**config.mk**
```make
export PLATFORM = sky130hd
export DESIGN_NAME = gpb_port_bank
export DESIGN_NICKNAME = d
export VERILOG_FILES = /design/src/verilog/gpb_pkg.sv /design/src/verilog/gpb_port_cell.sv /design/src/verilog/gpb_port_bank.sv
export VERILOG_INCLUDE_DIRS = /design/src /design/src/verilog
export SDC_FILE = /design/constraint.sdc
export NUM_CORES = 1
export LEC_CHECK = 0
export BUFFER_PORTS_ARGS = -buffer_cell sky130_fd_sc_hd__buf_2
export CORE_ASPECT_RATIO = 0.7
export CORE_MARGIN = 3
export CORE_UTILIZATION = 58
export DETAILED_ROUTE_END_ITERATION = 8
export PLACE_DENSITY = 0.85
export SYNTH_ARGS = -nofsm -noshare
export SYNTH_HDL_FRONTEND = slang
export SYNTH_SLANG_ARGS = --single-unit
```
**constraint.sdc**
```tcl
create_clock -name clk_sys_i -period 8.05 [get_ports clk_sys_i]
set_input_delay 0.4025 -clock clk_sys_i [delete_from_list [all_inputs] [get_ports clk_sys_i]]
set_output_delay 0.4025 -clock clk_sys_i [all_outputs]
set_load 0.005 [all_outputs]
```
**src/verilog/gpb_defines.svh**
```systemverilog
// offsets, reset values and sizes of the bidirectional port bank
// assumes an 8-bit special register address and 4-bit register data
`ifndef GPB_DEFINES_SVH
`define GPB_DEFINES_SVH

// ****************************************************************
// sizes
// ****************************************************************
`define GPB_PORT_W      4
`define GPB_NUM_PORTS   9
`define GPB_ADDR_W      8
`define GPB_GROUP1_CNT  6

// ****************************************************************
// data register offsets (index 7 is port 9, index 8 is port a)
// ****************************************************************
`define GPB_OFS_PORT0_DATA  8'h00
`define GPB_OFS_PORT1_DATA  8'h01
`define GPB_OFS_PORT2_DATA  8'h02
`define GPB_OFS_PORT3_DATA  8'h03
`define GPB_OFS_PORT4_DATA  8'h04
`define GPB_OFS_PORT5_DATA  8'h05
`define GPB_OFS_PORT6_DATA  8'h06
`define GPB_OFS_PORT9_DATA  8'h1C
`define GPB_OFS_PORTA_DATA  8'h1D

// ****************************************************************
// direction register offsets
// ****************************************************************
`define GPB_OFS_PORT0_DIR   8'h0C
`define GPB_OFS_PORT1_DIR   8'h0D
`define GPB_OFS_PORT2_DIR   8'h0E
`define GPB_OFS_PORT3_DIR   8'h0F
`define GPB_OFS_PORT4_DIR   8'h10
`define GPB_OFS_PORT5_DIR   8'h11
`define GPB_OFS_PORT6_DIR   8'h12
`define GPB_OFS_PORT9_DIR   8'h1E
`define GPB_OFS_PORTA_DIR   8'h1F

// ****************************************************************
// reset values
// ****************************************************************
`define GPB_DATA_RST   4'h0
`define GPB_DIR_RST    4'h0
`define GPB_RDATA_RST  4'h0

`endif

```
**src/verilog/gpb_pkg.sv**
```systemverilog
// types shared by the port bank, its board model and its bench
// assumes gpb_defines.svh is on the include path
`include "gpb_defines.svh"

package gpb_pkg;

    // one special register access from the cpu, one cycle long
    typedef struct packed {
        logic                     wr;     // write strobe, marks state 2
        logic                     rd;     // read strobe
        logic [`GPB_ADDR_W-1:0]   addr;   // register offset
        logic [`GPB_PORT_W-1:0]   wdata;  // write data
    } gpb_sfr_req_t;

    // one 4-bit nibble per port
    typedef logic [`GPB_NUM_PORTS-1:0][`GPB_PORT_W-1:0] gpb_nibbles_t;

endpackage

```
**src/verilog/gpb_port_cell.sv**
```systemverilog
// one 4-bit bidirectional port: data, direction, pin sync and read mux
// assumes strobes arrive on clk_sys_i and pins are asynchronous to it
`timescale 1ns/1ps
`default_nettype none
`include "gpb_defines.svh"

module gpb_port_cell #(
    parameter logic DIR_OUT_LVL = 1'b1   // direction bit level that selects output
) (
    // clock and reset
    input  wire logic                   clk_sys_i,
    input  wire logic                   rst_i,
    // register side
    input  wire logic                   wr_data_i,
    input  wire logic                   wr_dir_i,
    input  wire logic [`GPB_PORT_W-1:0] wdata_i,
    output logic      [`GPB_PORT_W-1:0] rd_o,
    // pin side
    input  wire logic [`GPB_PORT_W-1:0] pin_i,
    output logic      [`GPB_PORT_W-1:0] pin_o,
    output logic      [`GPB_PORT_W-1:0] pin_oe_n_o
);

    // ****************************************************************
    // state
    // ****************************************************************
    logic [`GPB_PORT_W-1:0] data;          // data register, also drives pins
    logic [`GPB_PORT_W-1:0] dir;           // direction register
    logic [`GPB_PORT_W-1:0] next_data;
    logic [`GPB_PORT_W-1:0] next_dir;
    logic [`GPB_PORT_W-1:0] next_oe_n;
    logic [`GPB_PORT_W-1:0] oe_n;          // registered output enable, low drives
    logic [`GPB_PORT_W-1:0] pin_meta;      // first sync stage, read by stage two only
    logic [`GPB_PORT_W-1:0] pin_sync;      // second sync stage
    logic [`GPB_PORT_W-1:0] out_mask;      // 1 where the bit is an output

    // polarity differs between port groups; mask is per bit
    assign out_mask = DIR_OUT_LVL ? dir : ~dir;

    // next values of the register and enable state
    always_comb begin
        next_data = wr_data_i ? wdata_i : data;
        next_dir  = wr_dir_i ? wdata_i : dir;
        // enable is computed from the next direction so it flips on the write edge
        next_oe_n = DIR_OUT_LVL ? ~next_dir : next_dir;
    end

    // registers; pins follow data on the same edge that takes the write
    always_ff @(posedge clk_sys_i or posedge rst_i) begin
        if (rst_i) begin
            data <= `GPB_DATA_RST;
            dir  <= `GPB_DIR_RST;
            oe_n <= DIR_OUT_LVL ? ~`GPB_DIR_RST : `GPB_DIR_RST;
        end else begin
            data <= next_data;
            dir  <= next_dir;
            oe_n <= next_oe_n;
        end
    end

    // two-stage synchroniser; pins are asynchronous to clk_sys_i
    // no reset: it keeps sampling through reset, so input reads are valid at once after release
    always_ff @(posedge clk_sys_i) begin
        pin_meta <= pin_i;
        pin_sync <= pin_meta;
    end

    // output bits read the latch, input bits read the pin level
    assign rd_o       = (data & out_mask) | (pin_sync & ~out_mask);
    assign pin_o      = data;
    assign pin_oe_n_o = oe_n;

    // ****************************************************************
    // checks
    // ****************************************************************
    a_write_to_pin: assert property (
        @(posedge clk_sys_i) disable iff (rst_i)
        wr_data_i |=> (pin_o == $past(wdata_i)))
        else $error("pin did not take written data on the write edge");

    a_data_holds: assert property (
        @(posedge clk_sys_i) disable iff (rst_i)
        !wr_data_i |=> $stable(pin_o))
        else $error("data register changed without a write");

    a_dir_to_enable: assert property (
        @(posedge clk_sys_i) disable iff (rst_i)
        wr_dir_i |=> (pin_oe_n_o == (DIR_OUT_LVL ? ~$past(wdata_i) : $past(wdata_i))))
        else $error("output enable does not follow direction polarity");

    a_dir_keeps_data: assert property (
        @(posedge clk_sys_i) disable iff (rst_i)
        (wr_dir_i && !wr_data_i) |=> (pin_o == $past(pin_o)))
        else $error("direction write disturbed port data");

    a_read_latched: assert property (
        @(posedge clk_sys_i) disable iff (rst_i)
        ((rd_o ^ pin_o) & ~pin_oe_n_o) == 4'h0)
        else $error("driven bit did not read back latched data");

    a_read_pin_level: assert property (
        @(posedge clk_sys_i) disable iff (rst_i)
        $stable(pin_oe_n_o) |-> (((rd_o ^ $past(pin_i, 2)) & pin_oe_n_o) == 4'h0))
        else $error("input bit did not read the sampled pin level");

endmodule
`default_nettype wire

```
**src/verilog/gpb_port_bank.sv**
```systemverilog
// bank of nine 4-bit bidirectional ports behind the cpu special register port
// Summary of operation
// - four-bit ports; this bank is nine bidirectional
// - each port has readable writable data register
// - ports 0-5: direction 1 output, 0 input
// - ports 6, 9, a: direction 0 output
// - output pins drive data register bits
// - output bits read back latched data
// - input bits read the sampled pin level
// - reset clears all data registers
// - pins change on the write-state clock edge
// - reset clears directions: 0-5 in, others out
// assumes the cpu gives one-cycle wr/rd strobes on clk_sys_i, wr in state 2
`timescale 1ns/1ps
`default_nettype none
`include "gpb_defines.svh"

module gpb_port_bank (
    // clock and reset
    input  wire logic                  clk_sys_i,
    input  wire logic                  rst_i,
    // cpu special register port
    input  wire gpb_pkg::gpb_sfr_req_t sfr_req_i,
    output logic [`GPB_PORT_W-1:0]     rdata_o,
    // pins, index 0..6 ports 0..6, 7 port 9, 8 port a
    input  wire gpb_pkg::gpb_nibbles_t pin_i,
    output gpb_pkg::gpb_nibbles_t      pin_o,
    output gpb_pkg::gpb_nibbles_t      pin_oe_n_o
);

    // ****************************************************************
    // address map
    // ****************************************************************
    localparam logic [`GPB_ADDR_W-1:0] DATA_OFS [`GPB_NUM_PORTS] = '{
        `GPB_OFS_PORT0_DATA, `GPB_OFS_PORT1_DATA, `GPB_OFS_PORT2_DATA,
        `GPB_OFS_PORT3_DATA, `GPB_OFS_PORT4_DATA, `GPB_OFS_PORT5_DATA,
        `GPB_OFS_PORT6_DATA, `GPB_OFS_PORT9_DATA, `GPB_OFS_PORTA_DATA};
    localparam logic [`GPB_ADDR_W-1:0] DIR_OFS [`GPB_NUM_PORTS] = '{
        `GPB_OFS_PORT0_DIR, `GPB_OFS_PORT1_DIR, `GPB_OFS_PORT2_DIR,
        `GPB_OFS_PORT3_DIR, `GPB_OFS_PORT4_DIR, `GPB_OFS_PORT5_DIR,
        `GPB_OFS_PORT6_DIR, `GPB_OFS_PORT9_DIR, `GPB_OFS_PORTA_DIR};

    // ****************************************************************
    // per-port decode and cells
    // ****************************************************************
    logic [`GPB_NUM_PORTS-1:0] wr_data;    // write strobe per data register
    logic [`GPB_NUM_PORTS-1:0] wr_dir;     // write strobe per direction register
    logic [`GPB_NUM_PORTS-1:0] hit_data;   // address matches a data register
    logic [`GPB_NUM_PORTS-1:0] hit_dir;    // address matches a direction register
    gpb_pkg::gpb_nibbles_t     cell_rd;    // read value offered by each cell
    gpb_pkg::gpb_nibbles_t     cell_dir;   // direction value of each cell, for readback

    genvar gi;
    generate
        for (gi = 0; gi < `GPB_NUM_PORTS; gi++) begin : g_port
            assign hit_data[gi] = (sfr_req_i.addr == DATA_OFS[gi]);
            assign hit_dir[gi]  = (sfr_req_i.addr == DIR_OFS[gi]);
            assign wr_data[gi]  = sfr_req_i.wr && hit_data[gi];
            assign wr_dir[gi]   = sfr_req_i.wr && hit_dir[gi];

            // group one below the count, inverted polarity at and above it
            gpb_port_cell #(
                .DIR_OUT_LVL ((gi < `GPB_GROUP1_CNT) ? 1'b1 : 1'b0)
            ) u_cell (
                .clk_sys_i  (clk_sys_i),
                .rst_i      (rst_i),
                .wr_data_i  (wr_data[gi]),
                .wr_dir_i   (wr_dir[gi]),
                .wdata_i    (sfr_req_i.wdata),
                .rd_o       (cell_rd[gi]),
                .pin_i      (pin_i[gi]),
                .pin_o      (pin_o[gi]),
                .pin_oe_n_o (pin_oe_n_o[gi])
            );

            // direction readback recovered from the registered enable
            assign cell_dir[gi] = (gi < `GPB_GROUP1_CNT) ? ~pin_oe_n_o[gi] : pin_oe_n_o[gi];
        end
    endgenerate

    // ****************************************************************
    // read data
    // ****************************************************************
    logic [`GPB_PORT_W-1:0] next_rdata;

    // unmapped offsets read as zero; rdata stands until the next read
    always_comb begin
        next_rdata = rdata_o;
        if (sfr_req_i.rd) begin
            next_rdata = `GPB_RDATA_RST;
            for (int i = 0; i < `GPB_NUM_PORTS; i++) begin
                if (hit_data[i]) begin
                    next_rdata = next_rdata | cell_rd[i];
                end
                if (hit_dir[i]) begin
                    next_rdata = next_rdata | cell_dir[i];
                end
            end
        end
    end

    // registered so the bus sees a clean one-cycle latency
    always_ff @(posedge clk_sys_i or posedge rst_i) begin
        if (rst_i) begin
            rdata_o <= `GPB_RDATA_RST;
        end else begin
            rdata_o <= next_rdata;
        end
    end

    // ****************************************************************
    // checks
    // ****************************************************************
    a_read_data_path: assert property (
        @(posedge clk_sys_i) disable iff (rst_i)
        (sfr_req_i.rd && hit_data[1]) |=> (rdata_o == $past(cell_rd[1])))
        else $error("port 1 data read returned wrong value");

    a_group_two_out: assert property (
        @(posedge clk_sys_i) disable iff (rst_i)
        (sfr_req_i.wr && hit_dir[6] && sfr_req_i.wdata == 4'h0)
        |=> (pin_oe_n_o[6] == 4'h0))
        else $error("port 6 direction 0 did not drive");

    a_group_one_in: assert property (
        @(posedge clk_sys_i) disable iff (rst_i)
        (sfr_req_i.wr && hit_dir[0] && sfr_req_i.wdata == 4'h0)
        |=> (pin_oe_n_o[0] == 4'hF))
        else $error("port 0 direction 0 did not release pins");

    a_unmapped_zero: assert property (
        @(posedge clk_sys_i) disable iff (rst_i)
        (sfr_req_i.rd && hit_data == '0 && hit_dir == '0) |=> (rdata_o == 4'h0))
        else $error("unmapped read did not return zero");

endmodule
`default_nettype wire

```
## Yosys cells after proc, flatten, opt, wreduce, memory -nomap -nowiden

Index checks and enable logic that the tools add are counted.

- Bits of input ports: 52
- Word-level logic and storage cells: 188
- Output and inout bits: 76
- Bits in registers: 172

- Bitwise logic cells: 68
- Eq/ne operators: 17
- Reductions and logical operators: 19
- Multiplexer cells: 41

Operators with widths:

| kind | count |
|---|---|
| 4-bit 2-to-1 mux | 41 |
| 4-bit OR | 26 |
| 4-bit inverter | 24 |
| 4-bit bitwise AND | 18 |
| 8-bit by 5-bit == test with 1-bit output (second input constant) | 7 |
| 8-bit by 4-bit == test with 1-bit output (second input constant) | 4 |
| 8-bit by 3-bit == test with 1-bit output (second input constant) | 3 |
| 1-bit logical AND | 18 |
| 8-bit by 2-bit == test with 1-bit output (second input constant) | 2 |
| 8-bit by 1-bit == test with 1-bit output (second input constant) | 1 |
| 8-bit logical NOT | 1 |

## Depth between registers and ports, before layout

- Depth in word-level cells: 55
- Gate-level depth with buffers: 7
- Gate-level depth less buffers: 5

## Cells and area by module

From an unflattened synthesis, not the netlist that was laid out.

- Cell total of the unflattened synthesis: 471
- Area, all modules: 6638.9 µm²

By module, submodules not included:

| module | cells each | sequential area each (µm²) | times used | area an instance (µm²) |
|---|---|---|---|---|
| gpb_port_cell (g_port[0].u_cell ...) | 38 | 465.4 | 6 | 670.6 |
| gpb_port_cell (g_port[6].u_cell ...) | 29 | 360.3 | 3 | 499.2 |
| gpb_port_bank | 156 | 100.1 | 1 | 1117.3 |

## Least setup slack after synthesis

No wires, ideal clock.

- Kind: input port to flip-flop
- From: input port sfr_req_i[9] in the netlist's numbering
- To: register g_port[1].u_cell.data[0]
- Slack: 6132 ps
- Arrival time: 1794 ps
- Required time: 7925 ps
- Setup time: 125 ps
- Buffers on the path: 2
- Stages on the path: 6
- Path through: or4_1 -> buf_2 -> buf_6 -> nor2_4 -> nand3_1 -> mux2_2

- Longest elaborated chain between the ends: 2

Ends and longest elaborated chain:

| what | RTL line | RTL |
|---|---|---|
| from (decl) | gpb_port_bank.sv:23 | `input wire gpb_pkg::gpb_sfr_req_t sfr_req_i,` |
| 8-bit by 1-bit == test with 1-bit output | gpb_port_bank.sv:56 | `assign hit_data[gi] = (sfr_req_i.addr == DATA_OFS[gi]);` |
| 1-bit logical AND | gpb_port_bank.sv:58 | `assign wr_data[gi] = sfr_req_i.wr && hit_data[gi];` |
| to (signal assigned) | gpb_port_cell.sv:51 | `` data <= `GPB_DATA_RST; `` |
| to (signal assigned) | gpb_port_cell.sv:55 | `data <= next_data;` |
| to (decl) | gpb_port_cell.sv:27 | `` logic [`GPB_PORT_W-1:0] data; `` |

Every way passes these cells.
A chain may end at the register's enable or synchronous reset.

## Final worst setup path

- From: input port sfr_req_i[9] in the netlist's numbering
- To: register rdata_o[3]

- Longest elaborated chain between the ends: 53
- Elaborated cells between the ends (all ways): 70
- Classes of those cells: eq/ne: 17; mux: 35; bitwise: 17; reduce/logical: 1

Ends and longest elaborated chain:

| what | RTL line | RTL |
|---|---|---|
| 8-bit logical NOT | gpb_port_bank.sv:56 |  |
| 4-bit 2-to-1 mux | gpb_port_bank.sv:92 | `if (hit_data[i]) begin` |
| 4-bit 2-to-1 mux | gpb_port_bank.sv:89 | `if (sfr_req_i.rd) begin` |
| 4-bit OR | gpb_port_bank.sv:96 | `next_rdata = next_rdata \| cell_dir[i];` |
| 4-bit 2-to-1 mux | gpb_port_bank.sv:95 | `if (hit_dir[i]) begin` |
| 4-bit 2-to-1 mux | gpb_port_bank.sv:89 |  |
| 4-bit OR | gpb_port_bank.sv:93 | `next_rdata = next_rdata \| cell_rd[i];` |
| 4-bit 2-to-1 mux | gpb_port_bank.sv:92 |  |
| (+37 left out) | -- |  |
| 4-bit OR | gpb_port_bank.sv:96 |  |
| 4-bit 2-to-1 mux | gpb_port_bank.sv:95 |  |
| 4-bit 2-to-1 mux | gpb_port_bank.sv:89 |  |
| 4-bit OR | gpb_port_bank.sv:93 |  |
| 4-bit 2-to-1 mux | gpb_port_bank.sv:92 |  |
| 4-bit 2-to-1 mux | gpb_port_bank.sv:89 |  |
| 4-bit OR | gpb_port_bank.sv:96 |  |
| 4-bit 2-to-1 mux * | gpb_port_bank.sv:95 |  |
| to (signal assigned) | gpb_port_bank.sv:105 | `` rdata_o <= `GPB_RDATA_RST; `` |
| to (signal assigned) | gpb_port_bank.sv:107 | `rdata_o <= next_rdata;` |
| to (decl) | gpb_port_bank.sv:24 | `` output logic [`GPB_PORT_W-1:0] rdata_o, `` |

Mark *: on every way between the ends. The rest lies on a longest branch, timed or not. The select of a mux whose other input is x is not followed.

==> results.json <==
{
  "drt_wl_total_microns": 16700,
  "fin_crit_ns": 2.16,
  "ys_ff_latch": 172,
  "hold_buffers": 1,
  "pin_count": 128,
  "clkTransAtPathRegs_ns": 0.07,
  "final-hold-violation-count": 0,
  "fin_util_pct": 75.0,
  "cts_max_path_buffers": 2,
  "rows": 30,
  "synth_enable_flop_cells": 0,
  "skew_ns": 0.00885,
  "vias_per_cell": 6.09,
  "antenna_found_initial": 0,
  "power.density_nw_per_um2": 259,
  "p_int_mw": 1.50,
  "synth-compound-area-share_pct": 7.25,
  "core_area_sq_um": 9980,
  "die-width_microns": 129,
  "syn-num-nets": 522,
  "worstSetupStartpointType": "input pin",
  "initial_core_util_pct": 61.4,
  "met2_usage_pct": 42.2,
  "finalNetCount": 648,
  "whs_ns": 0.0741,
  "synth_top_family_by_area": "multiplexers",
  "power_leakage_nw": 3.68,
  "antenna_cells": 0,
  "grt_pass1_wl_microns": 25500,
  "place_congestion": 0.991,
  "cts_root_buffer": "clkbuf_16",
  "period_share_pct": 26.8,
  "cap_violations": 0,
  "n_fill_cell": 669,
  "pwr-share-comb_pct": 6.1,
  "drive_gt1_share_pct": 39.9,
  "postCtsSetupBuffers": 0,
  "setup_tns_ns": 0,
  "die_y_microns": 92.0,
  "max_freq_mhz": 463,
  "crit_chain": "buf_2 > or4_1 > nor4b_1 > a2111oi_0 > a311oi_1 > o32a_1",
  "worst_pin_slew_ns": 0.971,
  "pwr-share-seq_pct": 48.4,
  "cpPeakStageDelay_ns": 0.86,
  "swShare_pct": 22.8,
  "synth_fa_ha_area_share_pct": 0,
  "synthXorXnorAreaFrac_pct": 0,
  "yosys.area_share.simple_pct": 7.33,
  "worst_setup_path_end_kind": "flip-flop",
  "cts_resized": 0,
  "dp_slack_ns": 5.51,
  "fin_ws_ns": 5.89,
  "grt_util_met3_pct": 7.80,
  "critPathRequiredTime_ns": 8.41,
  "cts_tree": "done",
  "status": "completed",
  "dp_hpwl_microns": 11400,
  "htree_levels": 4,
  "rsz0062_at_grt": "no",
  "num_vias": 4489,
  "drt_iter0_markers": 751,
  "grt.total_usage_pct": 28.8,
  "dr.pass1.iters": 8,
  "netlist_area_sq_um": 6130,
  "antenna_left": 0,
  "drc": 0,
  "syn_area_per_cell_sq_um": 13.0,
  "grtUsageMet1_pct": 41.7,
  "numCtsBuffers": 17,
  "avgRoutedWirePerCell_microns": 22.6,
  "synth_async_sr_flop_share_pct": 58.1,
  "syn_inst": 470,
  "path_max_fanout": 16,
  "relSlewSlack_pct": 35.3,
  "finalSetupViolations": 0,
  "ys_seq_area_share_pct": 64.9,
  "numPortBuffers": 127,
  "synth.mux.area_fraction_pct": 17.0,
  "cts.sinks": 172,
  "ys_types": 53,
  "clkLatencyLatePin_ns": 0.42,
  "grt_pass1_vias": 4474,
  "cp.arrival_ns": 2.52,
  "synth_ff_type": "dfrtp_1",
  "cp_slowest_cell": "or4_1",
  "final_max_slew_viol_count": 0,
  "grt-ovfl-total": 0,
  "vdd_drop_max_uv": 204,
  "syn_to_final_growth_pct": 22.2,
  "dieArea_sq_um": 11900,
  "clock_power_share_pct": 45.5,
  "grt_max_degree": 76,
  "switchingPower_uw": 441,
  "hold_class": "in2reg",
  "p_total_mw": 1.94,
  "busiest_layer": "met2",
  "critPathKind": "in2reg",
  "yosys_warnings": 0
}
stage by stage:
stage	area, sq um	std cells
finish	7490	737
global route	7490	737
CTS	7490	737
detailed placement	6840	704
global placement	6840	704
floorplan	6130	470
layout by cell type, fill, tap and decap left out, types with 3 or more instances in the layout:
cell       count
nor2b_1        7
o22ai_1        9
nor2_1        14
dfxtp_1       72
o32a_1         4
mux2i_1       48
inv_1         31
mux2_2        50
nand2_1       16
o21ai_0       11
a211oi_1       3
bufinv_16      4
o32ai_1        3
a21oi_1        9
nor2_2         3
clkbuf_16     17
clkinv_2       4
nor4_1         3
nand3_1       11
nand2b_1       3
nor3_1        11
o311ai_0       3
buf_2        127
dfstp_2       24
dfrtp_1       76
clkinv_4       3
inv_6          3
nand4_1        3
Yosys cell counts (4+ instances only):
| cell type | number | area [sq um] |
|---|---|---|
| inv_1 | 32 | 120 |
| dfstp_2 | 24 | 631 |
| buf_1 | 4 | 15.0 |
| dfxtp_1 | 72 | 1440 |
| nor2_1 | 14 | 52.6 |
| mux2i_1 | 48 | 480 |
| nor2b_1 | 7 | 43.8 |
| buf_2 | 4 | 20.0 |
| nand2_1 | 16 | 60.1 |
| a21oi_1 | 9 | 45.0 |
| mux2_2 | 50 | 563 |
| o32a_1 | 4 | 40.0 |
| nand3_1 | 11 | 55.1 |
| dfrtp_1 | 76 | 1900 |
| nor3_1 | 11 | 55.1 |
| o22ai_1 | 9 | 56.3 |
| clkbuf_1 | 13 | 48.8 |
| o21ai_0 | 11 | 55.1 |
sequential cells by signal (all words and copies together) (netlist names):
register and cells:
g_port.u_cell.pin_oe_n_o 24, rdata_o 4, g_port.u_cell.dir 36, g_port.u_cell.pin_meta 36
g_port.u_cell.pin_sync 36, g_port.u_cell.pin_o 36
path summary, 6_finish.rpt:
path	slack [ns]	depth (start not counted)	to	from
max	5.89	6	rdata_o[3]	sfr_req_i[9]
min	0.07	1	g_port[5].u_cell.pin_meta[3]	pin_i[23]
max reg2reg	6.27	5	rdata_o[2]	g_port[7].u_cell.dir[2]
min reg2reg	0.33	0	g_port[0].u_cell.pin_sync[2]	g_port[0].u_cell.pin_meta[2]
max in group asynchronous	6.21	4	g_port[5].u_cell.pin_o[3]	rst_i
min in group asynchronous	0.52	3	g_port[1].u_cell.dir[2]	rst_i
layout make-up:
type	count	area [sq um]	area share, %
timing repair buffer	129	653	8.72
tap	128	160	2.14
clock inverter	13	188	2.51
sequential	172	3970	53.1
multi-input combinational	244	1940	25.9
clock buffer	19	453	6.05
inverter	32	121	1.62
cell families after synthesis:
group           Yosys count
simple gates             84
compound gates           62
mux                      98
flops                   172
buf+inv                  54
critical path, delay by kind of cell:
| family | cells | cell delay (ns) |
|---|---|---|
| and+or+nand+nor | 2 | 1.29 |
| buffers and inverters | 1 | 0.13 |
| AOI/OAI and AO/OA | 3 | 0.69 |
per-layer routing:
metal | share of wire, % | routed length [microns]
met1 | 42 | 6990
met2 | 44 | 7390
met3 | 11 | 1910
met4 | 2.2 | 365
met5 | 0 | 0
power by group through the flow:
| stage | Sequential, mW | Clock, mW | Combinational (mW) |
|---|---|---|---|
| final | 0.938 | 0.882 | 0.118 |
| after global routing | 0.941 | 0.926 | 0.127 |
| after CTS | 0.937 | 0.886 | 0.117 |
| after detailed placement | 0.952 | 0 | 0.115 |
| after global placement | 0.951 | 0 | 0.112 |
| after floorplan | 0.944 | 0 | 0.0604 |
No activity file was read; power rests on OpenSTA's default activity.
